**src/hw/sm_pkg.sv**
```systemverilog
/*
  shared constants and types of the safety monitor and its host controller.
  assumes a 10 MHz ref_clk on both ends.
*/
package sm_pkg;
  // rail counts: switching and linear rails
  localparam int NSW = 7;
  localparam int NLDO = 4;
  localparam int NRAIL = NSW + NLDO;

  // timing
  localparam int CLK_NS = 100;
  localparam int BLANK_MAX_US = 200;
  localparam int BLANK_MAX_CYC = BLANK_MAX_US * 1000 / CLK_NS;
  // four checks per rail; longest time, rounded down
  localparam int STEP_CYC = BLANK_MAX_CYC / (4 * NRAIL);
  localparam logic [7:0] STEP_LAST = 8'(STEP_CYC - 1);

  // device register map
  localparam logic [3:0] A_STATUS = 4'h0;
  localparam logic [3:0] A_IRQ_MASK = 4'h1;
  localparam logic [3:0] A_CTRL = 4'h2;
  localparam logic [3:0] A_SW_OV = 4'h3;
  localparam logic [3:0] A_LIN_OV = 4'h4;
  localparam logic [3:0] A_SW_UV = 4'h5;
  localparam logic [3:0] A_LIN_UV = 4'h6;

  // status fields
  localparam int B_REF_FAIL_STATUS = 0;
  localparam int B_REF_FAIL_IRQ_FLAG = 1;
  localparam int B_REG_ON = 2;
  localparam int B_SELF_TEST_FAIL = 3;
  // control fields
  localparam int B_SELF_TEST_RUN = 0;
  // reset values
  localparam logic IRQ_MASK_RST = 1'b0;

  // host APB map
  localparam logic [7:0] H_CMD = 8'h00;
  localparam logic [7:0] H_STAT = 8'h04;
  localparam int C_WDATA_LSB = 0;
  localparam int C_ADDR_LSB = 8;
  localparam int C_WRITE = 12;
  localparam int C_SECURE = 13;
  localparam int S_BUSY = 0;
  localparam int S_RDATA_LSB = 8;

  typedef enum logic [2:0] {
    ST_OFF = 3'b000,
    ST_PU_TEST = 3'b001,
    ST_ON = 3'b010,
    ST_DEMAND = 3'b011,
    ST_FAIL = 3'b100
  } dev_state_t;
endpackage

```
**src/hw/sm_link_if.sv**
```systemverilog
/*
  register link between the host controller and the safety monitor.
  assumes both ends run on the same ref_clk.
*/
`timescale 1ns/100ps
interface sm_link_if;
  logic [3:0] regAddr;
  logic [7:0] regWdata;
  logic regWr;
  logic regRd;
  logic regSecure;
  logic [7:0] regRdata;
  logic regAck;

  modport dev (
    input regAddr, regWdata, regWr, regRd, regSecure,
    output regRdata, regAck
  );
  modport host (
    output regAddr, regWdata, regWr, regRd, regSecure,
    input regRdata, regAck
  );
endinterface

```
**src/hw/sm_device.sv**
```systemverilog
/*
  safety monitor: reference cross-check and self-test of rail comparators,
  with its register file on the link.
  assumes analog inputs are asynchronous and the host keeps a request up
  until it sees regAck.
*/
// Behaviour
// - compare regulator and monitor references continuously
// - reference mismatch is a critical fault
// - mismatch blocks switching regulator power-up
// - mismatch in power-up test fails, ignores bypass
// - system on, bypass 0: drift shuts regulators
// - system on, bypass 1: drift only interrupts
// - reference failure sets irq flag; mask only gates irq output
// - status bit tracks live mismatch
// - test every rail's overvoltage and undervoltage comparator
// - comparator not toggling sets its rail flag
// - four flag registers by kind and rail
// - every test run clears flags first
// - flags cleared by write only if secure or secureEnIn low
// - power-up continues after test, flags stay
// - run bit one starts full self-test
// - run bit self-clears when test ends
// - host starts test with secure write
// - on-demand blanking lasts at most 200 us
// - host ensures safe state before test
// - on-demand failures set matching flags
// - host reads flags after every test
`timescale 1ns/100ps
module sm_device (
  // clock and reset
  input wire logic ref_clk,
  input wire logic rstn,
  // register link
  sm_link_if.dev link,
  // analog side
  input wire logic refMismatchIn,
  input wire logic [sm_pkg::NRAIL-1:0] ovCmpIn,
  input wire logic [sm_pkg::NRAIL-1:0] uvCmpIn,
  output logic [sm_pkg::NRAIL-1:0] ovForce,
  output logic [sm_pkg::NRAIL-1:0] uvForce,
  // system side
  input wire logic powerUpReqIn,
  input wire logic bypassCfgIn,
  input wire logic secureEnIn,
  output logic regEnable,
  output logic monitorBlank,
  output logic selfTestFail,
  output logic irqOut
);
  import sm_pkg::*;

  typedef struct packed {
    logic [1:0] refSync;
    logic [1:0] puSync;
    logic [1:0] bypSync;
    logic [1:0] secSync;
    logic [NRAIL-1:0] ovSyncA;
    logic [NRAIL-1:0] ovSyncB;
    logic [NRAIL-1:0] uvSyncA;
    logic [NRAIL-1:0] uvSyncB;
    dev_state_t st;
    logic testing;
    logic [3:0] rail;
    logic [1:0] phase;
    logic [7:0] cnt;
    logic [NRAIL-1:0] ovFlags;
    logic [NRAIL-1:0] uvFlags;
    logic irqFlag;
    logic irqMask;
    logic testFail;
    logic regOn;
    logic blank;
    logic irq;
    logic [NRAIL-1:0] ovFrc;
    logic [NRAIL-1:0] uvFrc;
    logic ack;
    logic [7:0] rdata;
  } dev_t;

  dev_t s;
  dev_t next_s;
  logic refBad;
  logic bypass;
  logic secEn;
  logic access;
  logic flagWrOk;
  logic launch;
  logic done;
  logic cmpNow;
  logic [NRAIL-1:0] railBit;

  assign refBad = s.refSync[1];
  assign bypass = s.bypSync[1];
  assign secEn = s.secSync[1];

  always_comb begin
    next_s = s;
    launch = 1'b0;
    done = 1'b0;
    cmpNow = 1'b0;
    railBit = '0;
    // two-flop synchronisers on every analog and system input
    next_s.refSync = {s.refSync[0], refMismatchIn};
    next_s.puSync = {s.puSync[0], powerUpReqIn};
    next_s.bypSync = {s.bypSync[0], bypassCfgIn};
    next_s.secSync = {s.secSync[0], secureEnIn};
    next_s.ovSyncA = ovCmpIn;
    next_s.ovSyncB = s.ovSyncA;
    next_s.uvSyncA = uvCmpIn;
    next_s.uvSyncB = s.uvSyncA;

    // register access, one ack per request
    access = (link.regWr | link.regRd) & ~s.ack;
    flagWrOk = ~secEn | link.regSecure;
    next_s.ack = access;
    if (access) begin
      case (link.regAddr)
        A_STATUS: next_s.rdata = {4'h0, s.testFail, s.regOn, s.irqFlag, refBad};
        A_IRQ_MASK: next_s.rdata = {7'h00, s.irqMask};
        A_CTRL: next_s.rdata = {7'h00, s.st == ST_DEMAND};
        A_SW_OV: next_s.rdata = 8'(s.ovFlags[NSW-1:0]);
        A_LIN_OV: next_s.rdata = 8'(s.ovFlags[NRAIL-1:NSW]);
        A_SW_UV: next_s.rdata = 8'(s.uvFlags[NSW-1:0]);
        A_LIN_UV: next_s.rdata = 8'(s.uvFlags[NRAIL-1:NSW]);
        default: next_s.rdata = 8'h00;
      endcase
      if (link.regWr) begin
        case (link.regAddr)
          A_STATUS: begin
            if (link.regWdata[B_REF_FAIL_IRQ_FLAG]) begin
              next_s.irqFlag = 1'b0;
            end
          end
          A_IRQ_MASK: next_s.irqMask = link.regWdata[0];
          A_CTRL: begin
            // only a 1 while idle in system-on starts a test
            if (link.regWdata[B_SELF_TEST_RUN] && s.st == ST_ON && flagWrOk) begin
              launch = 1'b1;
              next_s.st = ST_DEMAND;
            end
          end
          A_SW_OV: begin
            if (flagWrOk) begin
              next_s.ovFlags[NSW-1:0] = s.ovFlags[NSW-1:0] & ~link.regWdata[NSW-1:0];
            end
          end
          A_LIN_OV: begin
            if (flagWrOk) begin
              next_s.ovFlags[NRAIL-1:NSW] = s.ovFlags[NRAIL-1:NSW] & ~link.regWdata[NLDO-1:0];
            end
          end
          A_SW_UV: begin
            if (flagWrOk) begin
              next_s.uvFlags[NSW-1:0] = s.uvFlags[NSW-1:0] & ~link.regWdata[NSW-1:0];
            end
          end
          A_LIN_UV: begin
            if (flagWrOk) begin
              next_s.uvFlags[NRAIL-1:NSW] = s.uvFlags[NRAIL-1:NSW] & ~link.regWdata[NLDO-1:0];
            end
          end
          default: begin
          end
        endcase
      end
    end

    // power-up request from off
    if (s.st == ST_OFF && s.puSync[1] && !refBad) begin
      launch = 1'b1;
      next_s.st = ST_PU_TEST;
      next_s.testFail = 1'b0;
    end

    // self-test engine: force, wait, check each comparator in both senses
    if (s.testing) begin
      railBit = NRAIL'(1) << s.rail;
      next_s.cnt = s.cnt + 8'h01;
      if (s.cnt == STEP_LAST) begin
        next_s.cnt = 8'h00;
        cmpNow = s.phase[1] ? s.uvSyncB[s.rail] : s.ovSyncB[s.rail];
        // phase 0/2 expects a trip, phase 1/3 expects release
        if (cmpNow != ~s.phase[0]) begin
          if (s.phase[1]) begin
            next_s.uvFlags = next_s.uvFlags | railBit;
          end else begin
            next_s.ovFlags = next_s.ovFlags | railBit;
          end
        end
        next_s.phase = s.phase + 2'd1;
        if (s.phase == 2'd3) begin
          next_s.rail = s.rail + 4'd1;
          if (s.rail == 4'(NRAIL - 1)) begin
            next_s.testing = 1'b0;
            done = 1'b1;
          end
        end
      end
    end
    if (launch) begin
      next_s.testing = 1'b1;
      next_s.rail = 4'd0;
      next_s.phase = 2'd0;
      next_s.cnt = 8'h00;
      next_s.ovFlags = '0;
      next_s.uvFlags = '0;
    end

    // reference supervision per state
    case (s.st)
      ST_OFF: begin
        next_s.regOn = 1'b0;
      end
      ST_PU_TEST: begin
        if (refBad) begin
          next_s.st = ST_FAIL;
          next_s.testFail = 1'b1;
          next_s.testing = 1'b0;
        end else if (done) begin
          next_s.st = ST_ON;
          next_s.regOn = 1'b1;
        end
      end
      ST_ON, ST_DEMAND: begin
        if (done && s.st == ST_DEMAND) begin
          next_s.st = ST_ON;
        end
        if (refBad && !bypass) begin
          next_s.st = ST_FAIL;
          next_s.regOn = 1'b0;
          next_s.testing = 1'b0;
        end
      end
      ST_FAIL: begin
        next_s.regOn = 1'b0;
        if (!s.puSync[1]) begin
          next_s.st = ST_OFF;
        end
      end
      default: next_s.st = ST_OFF;
    endcase
    // sticky flag; a new failure wins over a clear
    if (refBad) begin
      next_s.irqFlag = 1'b1;
    end
    next_s.irq = next_s.irqFlag & ~next_s.irqMask;
    next_s.blank = next_s.st == ST_DEMAND;
    next_s.ovFrc = (next_s.testing && next_s.phase == 2'd0) ? NRAIL'(1) << next_s.rail : '0;
    next_s.uvFrc = (next_s.testing && next_s.phase == 2'd2) ? NRAIL'(1) << next_s.rail : '0;
  end

  always_ff @(posedge ref_clk or negedge rstn) begin
    if (!rstn) begin
      s <= '{st: ST_OFF, irqMask: IRQ_MASK_RST, default: '0};
    end else begin
      s <= next_s;
    end
  end

  assign link.regAck = s.ack;
  assign link.regRdata = s.rdata;
  assign ovForce = s.ovFrc;
  assign uvForce = s.uvFrc;
  assign regEnable = s.regOn;
  assign monitorBlank = s.blank;
  assign selfTestFail = s.testFail;
  assign irqOut = s.irq;
endmodule

```
**src/flat_wrapper.sv**
```systemverilog
// flat-port wrapper written by rule: the top's interface ports become plain ports
module sm_device_flat import sm_pkg::*;
  (ref_clk, rstn, refMismatchIn, ovCmpIn, uvCmpIn, ovForce, uvForce, powerUpReqIn, bypassCfgIn, secureEnIn, regEnable, monitorBlank, selfTestFail, irqOut, link_regAddr, link_regWdata, link_regWr, link_regRd, link_regSecure, link_regRdata, link_regAck);
  sm_link_if link_i ();
  input wire logic ref_clk;
  input wire logic rstn;
  input wire logic refMismatchIn;
  input wire logic [sm_pkg::NRAIL-1:0] ovCmpIn;
  input wire logic [sm_pkg::NRAIL-1:0] uvCmpIn;
  output logic [sm_pkg::NRAIL-1:0] ovForce;
  output logic [sm_pkg::NRAIL-1:0] uvForce;
  input wire logic powerUpReqIn;
  input wire logic bypassCfgIn;
  input wire logic secureEnIn;
  output logic regEnable;
  output logic monitorBlank;
  output logic selfTestFail;
  output logic irqOut;
  input wire logic [$bits(link_i.regAddr)-1:0] link_regAddr;
  input wire logic [$bits(link_i.regWdata)-1:0] link_regWdata;
  input wire logic [$bits(link_i.regWr)-1:0] link_regWr;
  input wire logic [$bits(link_i.regRd)-1:0] link_regRd;
  input wire logic [$bits(link_i.regSecure)-1:0] link_regSecure;
  output wire logic [$bits(link_i.regRdata)-1:0] link_regRdata;
  output wire logic [$bits(link_i.regAck)-1:0] link_regAck;
  assign link_i.regAddr = link_regAddr;
  assign link_i.regWdata = link_regWdata;
  assign link_i.regWr = link_regWr;
  assign link_i.regRd = link_regRd;
  assign link_i.regSecure = link_regSecure;
  assign link_regRdata = link_i.regRdata;
  assign link_regAck = link_i.regAck;
  sm_device u_core (.ref_clk(ref_clk), .rstn(rstn), .link(link_i), .refMismatchIn(refMismatchIn), .ovCmpIn(ovCmpIn), .uvCmpIn(uvCmpIn), .ovForce(ovForce), .uvForce(uvForce), .powerUpReqIn(powerUpReqIn), .bypassCfgIn(bypassCfgIn), .secureEnIn(secureEnIn), .regEnable(regEnable), .monitorBlank(monitorBlank), .selfTestFail(selfTestFail), .irqOut(irqOut));
endmodule
```
**config.mk**
```make
export PLATFORM = sky130hd
export DESIGN_NAME = sm_device_flat
export DESIGN_NICKNAME = d
export VERILOG_FILES = /design/src/hw/sm_pkg.sv /design/src/hw/sm_link_if.sv /design/src/hw/sm_device.sv /design/src/flat_wrapper.sv
export SDC_FILE = /design/constraint.sdc
export NUM_CORES = 1
export LEC_CHECK = 0
export BUFFER_PORTS_ARGS = -buffer_cell sky130_fd_sc_hd__buf_2
export CAP_MARGIN = 30
export CORE_UTILIZATION = 40
export CTS_BUF_LIST = sky130_fd_sc_hd__clkbuf_4 sky130_fd_sc_hd__clkbuf_8
export DETAILED_ROUTE_END_ITERATION = 16
export PLACE_DENSITY = 0.68
export RECOVER_POWER = 25
export SYNTH_ARGS = -nofsm -noshare
export SYNTH_HDL_FRONTEND = slang
export SYNTH_SLANG_ARGS = --single-unit
export TNS_END_PERCENT = 20
```
**constraint.sdc**
```tcl
create_clock -name ref_clk -period 2.55 [get_ports ref_clk]
set_clock_uncertainty 0.2 [all_clocks]
set_input_delay 0.1275 -clock ref_clk [delete_from_list [all_inputs] [get_ports ref_clk]]
set_output_delay 0.1275 -clock ref_clk [all_outputs]
set_load 0.01 [all_outputs]
```
==> results by group <==
Outcome
  • Status: completed

Placed design
  • Hpwl dp: between 8000 and 9000 um
  • Port Buffer Count: 75
  • RD Place Congestion: between 0.8 and 0.9

Global route
  • Global Route Usage Sum: between 10% and 20%
  • First-pass GRT wire length: ~20000 um
  • Vias in the first global route: 4233
  • Initial antenna violation count: 0
  • Grt total ovfl: 0
  • Largest net degree at the start of global routing: 50

Final layout
  • Nets: around 660
  • # fillers: 1208
  • N_diodes: 0
  • Layout cell share with drive strength beyond 1: ~28%
  • Final Util: 51.9%
  • P&R area growth vs syn: 24.8%

Synth
  • Post-Syn Area per Cell: ~11 um2
  • Cell taking the most area after synthesis: dfrtp_1
  • Synth top cells by count: 128 x dfrtp_1, 48 x nor2_1, 37 x nand2_1, 30 x buf_4, 28 x o21ai_0
  • Post-synth EDFFs: 0
  • Main synth FF type: dfrtp_1
  • Register area share after synthesis: a little under three fifths
  • Synthesized cell area: 5590 um2
  • Ys async rst share: 100%
  • Yosys cell types: 60
  • Top post-synthesis cells by area: dfrtp_1 57%, buf_4 4.0%, nor2_1 3.2%
  • Share of the synthesized area in the top cell type: between 50% and 60%
  • Post-synthesis register bit count: roughly 130
  • Cells after synthesis: ~490
  • Most common cell in the netlist: dfrtp_1
  • Syn. warnings: 0
  • Syn nets: 545

STA
  • Slew margin rel.: approximately 15%
  • Hold_ws: ~77 ps
  • Max Fclk: 411 MHz
  • Final Hold Violating Endpoints: 0
  • Min Tclk post-route: around 2400 ps
  • Least-Margin Pin Slew: about 1300 ps
  • Setup-failing EPs final: 0
  • Fin crit share: around 95%
  • RSZ-0062 raised after global routing: yes
  • Max Slew Vio Count: 0

Floorplan
  • Die area: between 10000 and 15000 um2
  • Core Area: roughly 13000 um2
  • Die height: 120 um
  • Starting Density: 41.6%
  • Row count: 42
  • Chip width: 120 um
  • Io pins: approximately 80

Detailed routing
  • Vias per Instance: between 5 and 6
  • DRC: 0
  • Antenna viol nets, final: 0
  • Vias: roughly 4200
  • Drt pass-1 iters: 5
  • Wirelength per Cell: 15.4 um
  • Final wirelength: 12300 um
  • Drt initial violations: between 300 and 400

Power and ir drop
  • Power Dens Cells: about 640 nW/um2
  • Peak VDD IR: around 0.41 mV
  • Static Leak: 3.17 nW

Clock network
  • CTS tree: built
  • Clk_lat worst skew: ~450 ps
  • Worst-path clk slew: 80 ps
  • Root buf cell: clkbuf_8
  • H-Tree Depth: 4
  • CTS sink cnt: approximately 130
  • Clk buf depth: 2
  • Num CTS Buffers: 17

Critical path
  • WP data arrival: 2550 ps
  • Crit path kind: flop to flop
  • Critical path capture point type: flop
  • Worst EP required: between 2000 and 3000 ps
  • CP max FO: 8
  • Worst reg-to-reg path cell count: 9
  • Startpoint types: flop

Flow run
  • Max-Cap Viols: 0

Hold path
  • Hold Path Stages: 3
  • Hold Path Class: primary input to flop
worst max-delay path, cell delays in order, from the launching register on:
cell and delay, ps:
dfrtp_1 380, inv_1 160, ha_1 200, nand4b_1 180, nor4_2 340, a211oi_1 90
or2_1 270, a32oi_1 220, buf_4 200, nor3_1 60
power breakdown:
| group | switching, W | internal [W] | total (W) | leakage, nW |
|---|---|---|---|---|
| Clock | 0.000845 | 0.000924 | 0.00177 | 0.192 |
| Sequential | 0.0000650 | 0.00213 | 0.00219 | 1.64 |
| Combinational | 0.000267 | 0.000217 | 0.000485 | 1.33 |
| Total | 0.00118 | 0.00327 | 0.00444 | 3.17 |
layout make-up:
cell class,count,area [um2],share of cell area [%]
clock buffer,19,255,3.66
clock inverter,13,153,2.19
inverter,12,45.0,0.645
multi-input combinational,303,2060,29.5
sequential,128,3200,45.9
tap,176,220,3.16
timing repair buffer,147,1040,14.9
registers in the layout (all words and copies together) (netlist names):
name,flops
u_core.s,66
u_core.next_s,26
u_core.ovForce,11
u_core.uvForce,11
u_core.link.regRdata,7
u_core.bypass,1
u_core.irqOut,1
u_core.link.regAck,1
u_core.monitorBlank,1
u_core.refBad,1
u_core.regEnable,1
u_core.selfTestFail,1
cells in the final DEF (no fill, tap or decap), types with 5 or more instances in the layout:
| master | count |
|---|---|
| dfrtp_1 | 128 |
| buf_2 | 74 |
| nor2_1 | 48 |
| dlygate4sd3_1 | 40 |
| nand2_1 | 37 |
| buf_4 | 30 |
| o21ai_0 | 28 |
| nand3_1 | 20 |
| clkbuf_8 | 18 |
| o22ai_1 | 15 |
| inv_1 | 11 |
| a21oi_1 | 9 |
| a22o_1 | 9 |
| ha_1 | 9 |
| nor2b_1 | 8 |
| nand2b_1 | 7 |
| nand4_1 | 7 |
| o211ai_1 | 7 |
| mux2_2 | 6 |
| xnor2_1 | 6 |
| mux2i_1 | 6 |
| nor3_1 | 6 |
| inv_6 | 5 |
| clkinvlp_4 | 5 |
logic make-up after synthesis:
logic type / count (synthesis) / synth area share (%)
buffers and inverters: 62 / 6.54
other: 1 / 0.0671
xor gates and xnor gates: 8 / 1.25
DFF: 128 / 57.3
muxes: 18 / 4.43
adders and majority gates: 9 / 2.01
AOI/OAI and AO/OA: 105 / 13.6
and+or+nand+nor: 162 / 14.8
routing by layer:
layer | track usage, % | share of wire, % | vias up
met1 | 22.0 | 42 | 2043
met3 | 5.09 | 5.1 | 25
met2 | 30.7 | 50 | 130
met5 | 0 | 0 | -
li1 | - | - | 1968
met4 | 8.26 | 2.6 | 0
metrics by stage:
step | cell area, um2 | TNS [ps] | total power [W] | setup WS (ps) | cells
floorplan | 5590 | 0 | 0.00246 | 185 | 493
global placement | 6130 | 0 | 0.00264 | 46.7 | 725
detailed placement | 6130 | -6.99 | 0.00266 | -6.99 | 725
CTS | 6940 | 0 | 0.00448 | 19.2 | 797
global route | 6980 | -10.8 | 0.00465 | -10.8 | 798
finish | 6980 | 0 | 0.00444 | 117 | 798
repair_timing:
item,4_1_cts,5_1_grt
gates resized for setup,1,7
pin swaps,0,1
hold buffers,40,0
setup endpoints to repair,1,16
setup buffers,0,1
endpoints found under the hold margin,183,0
worst paths after layout:
check / from / to / slack [ps]
min: link_regAddr[0] / u_core.link.regRdata[4]$_DFFE_PN0P_ / 80
min in group asynchronous: rstn / u_core.next_s[122]$_DFF_PN0_ / 300
min reg2reg: u_core.next_s[128]$_DFF_PN0_ / u_core.refBad$_DFF_PN0_ / 150
max in group asynchronous: rstn / u_core.s[109]$_DFF_PN0_ / 1010
max: u_core.s[69]$_DFF_PN0_ / u_core.ovForce[4]$_DFF_PN0_ / 120
max reg2reg: u_core.s[69]$_DFF_PN0_ / u_core.ovForce[4]$_DFF_PN0_ / 120
Power figures use the tool's default switching activity.
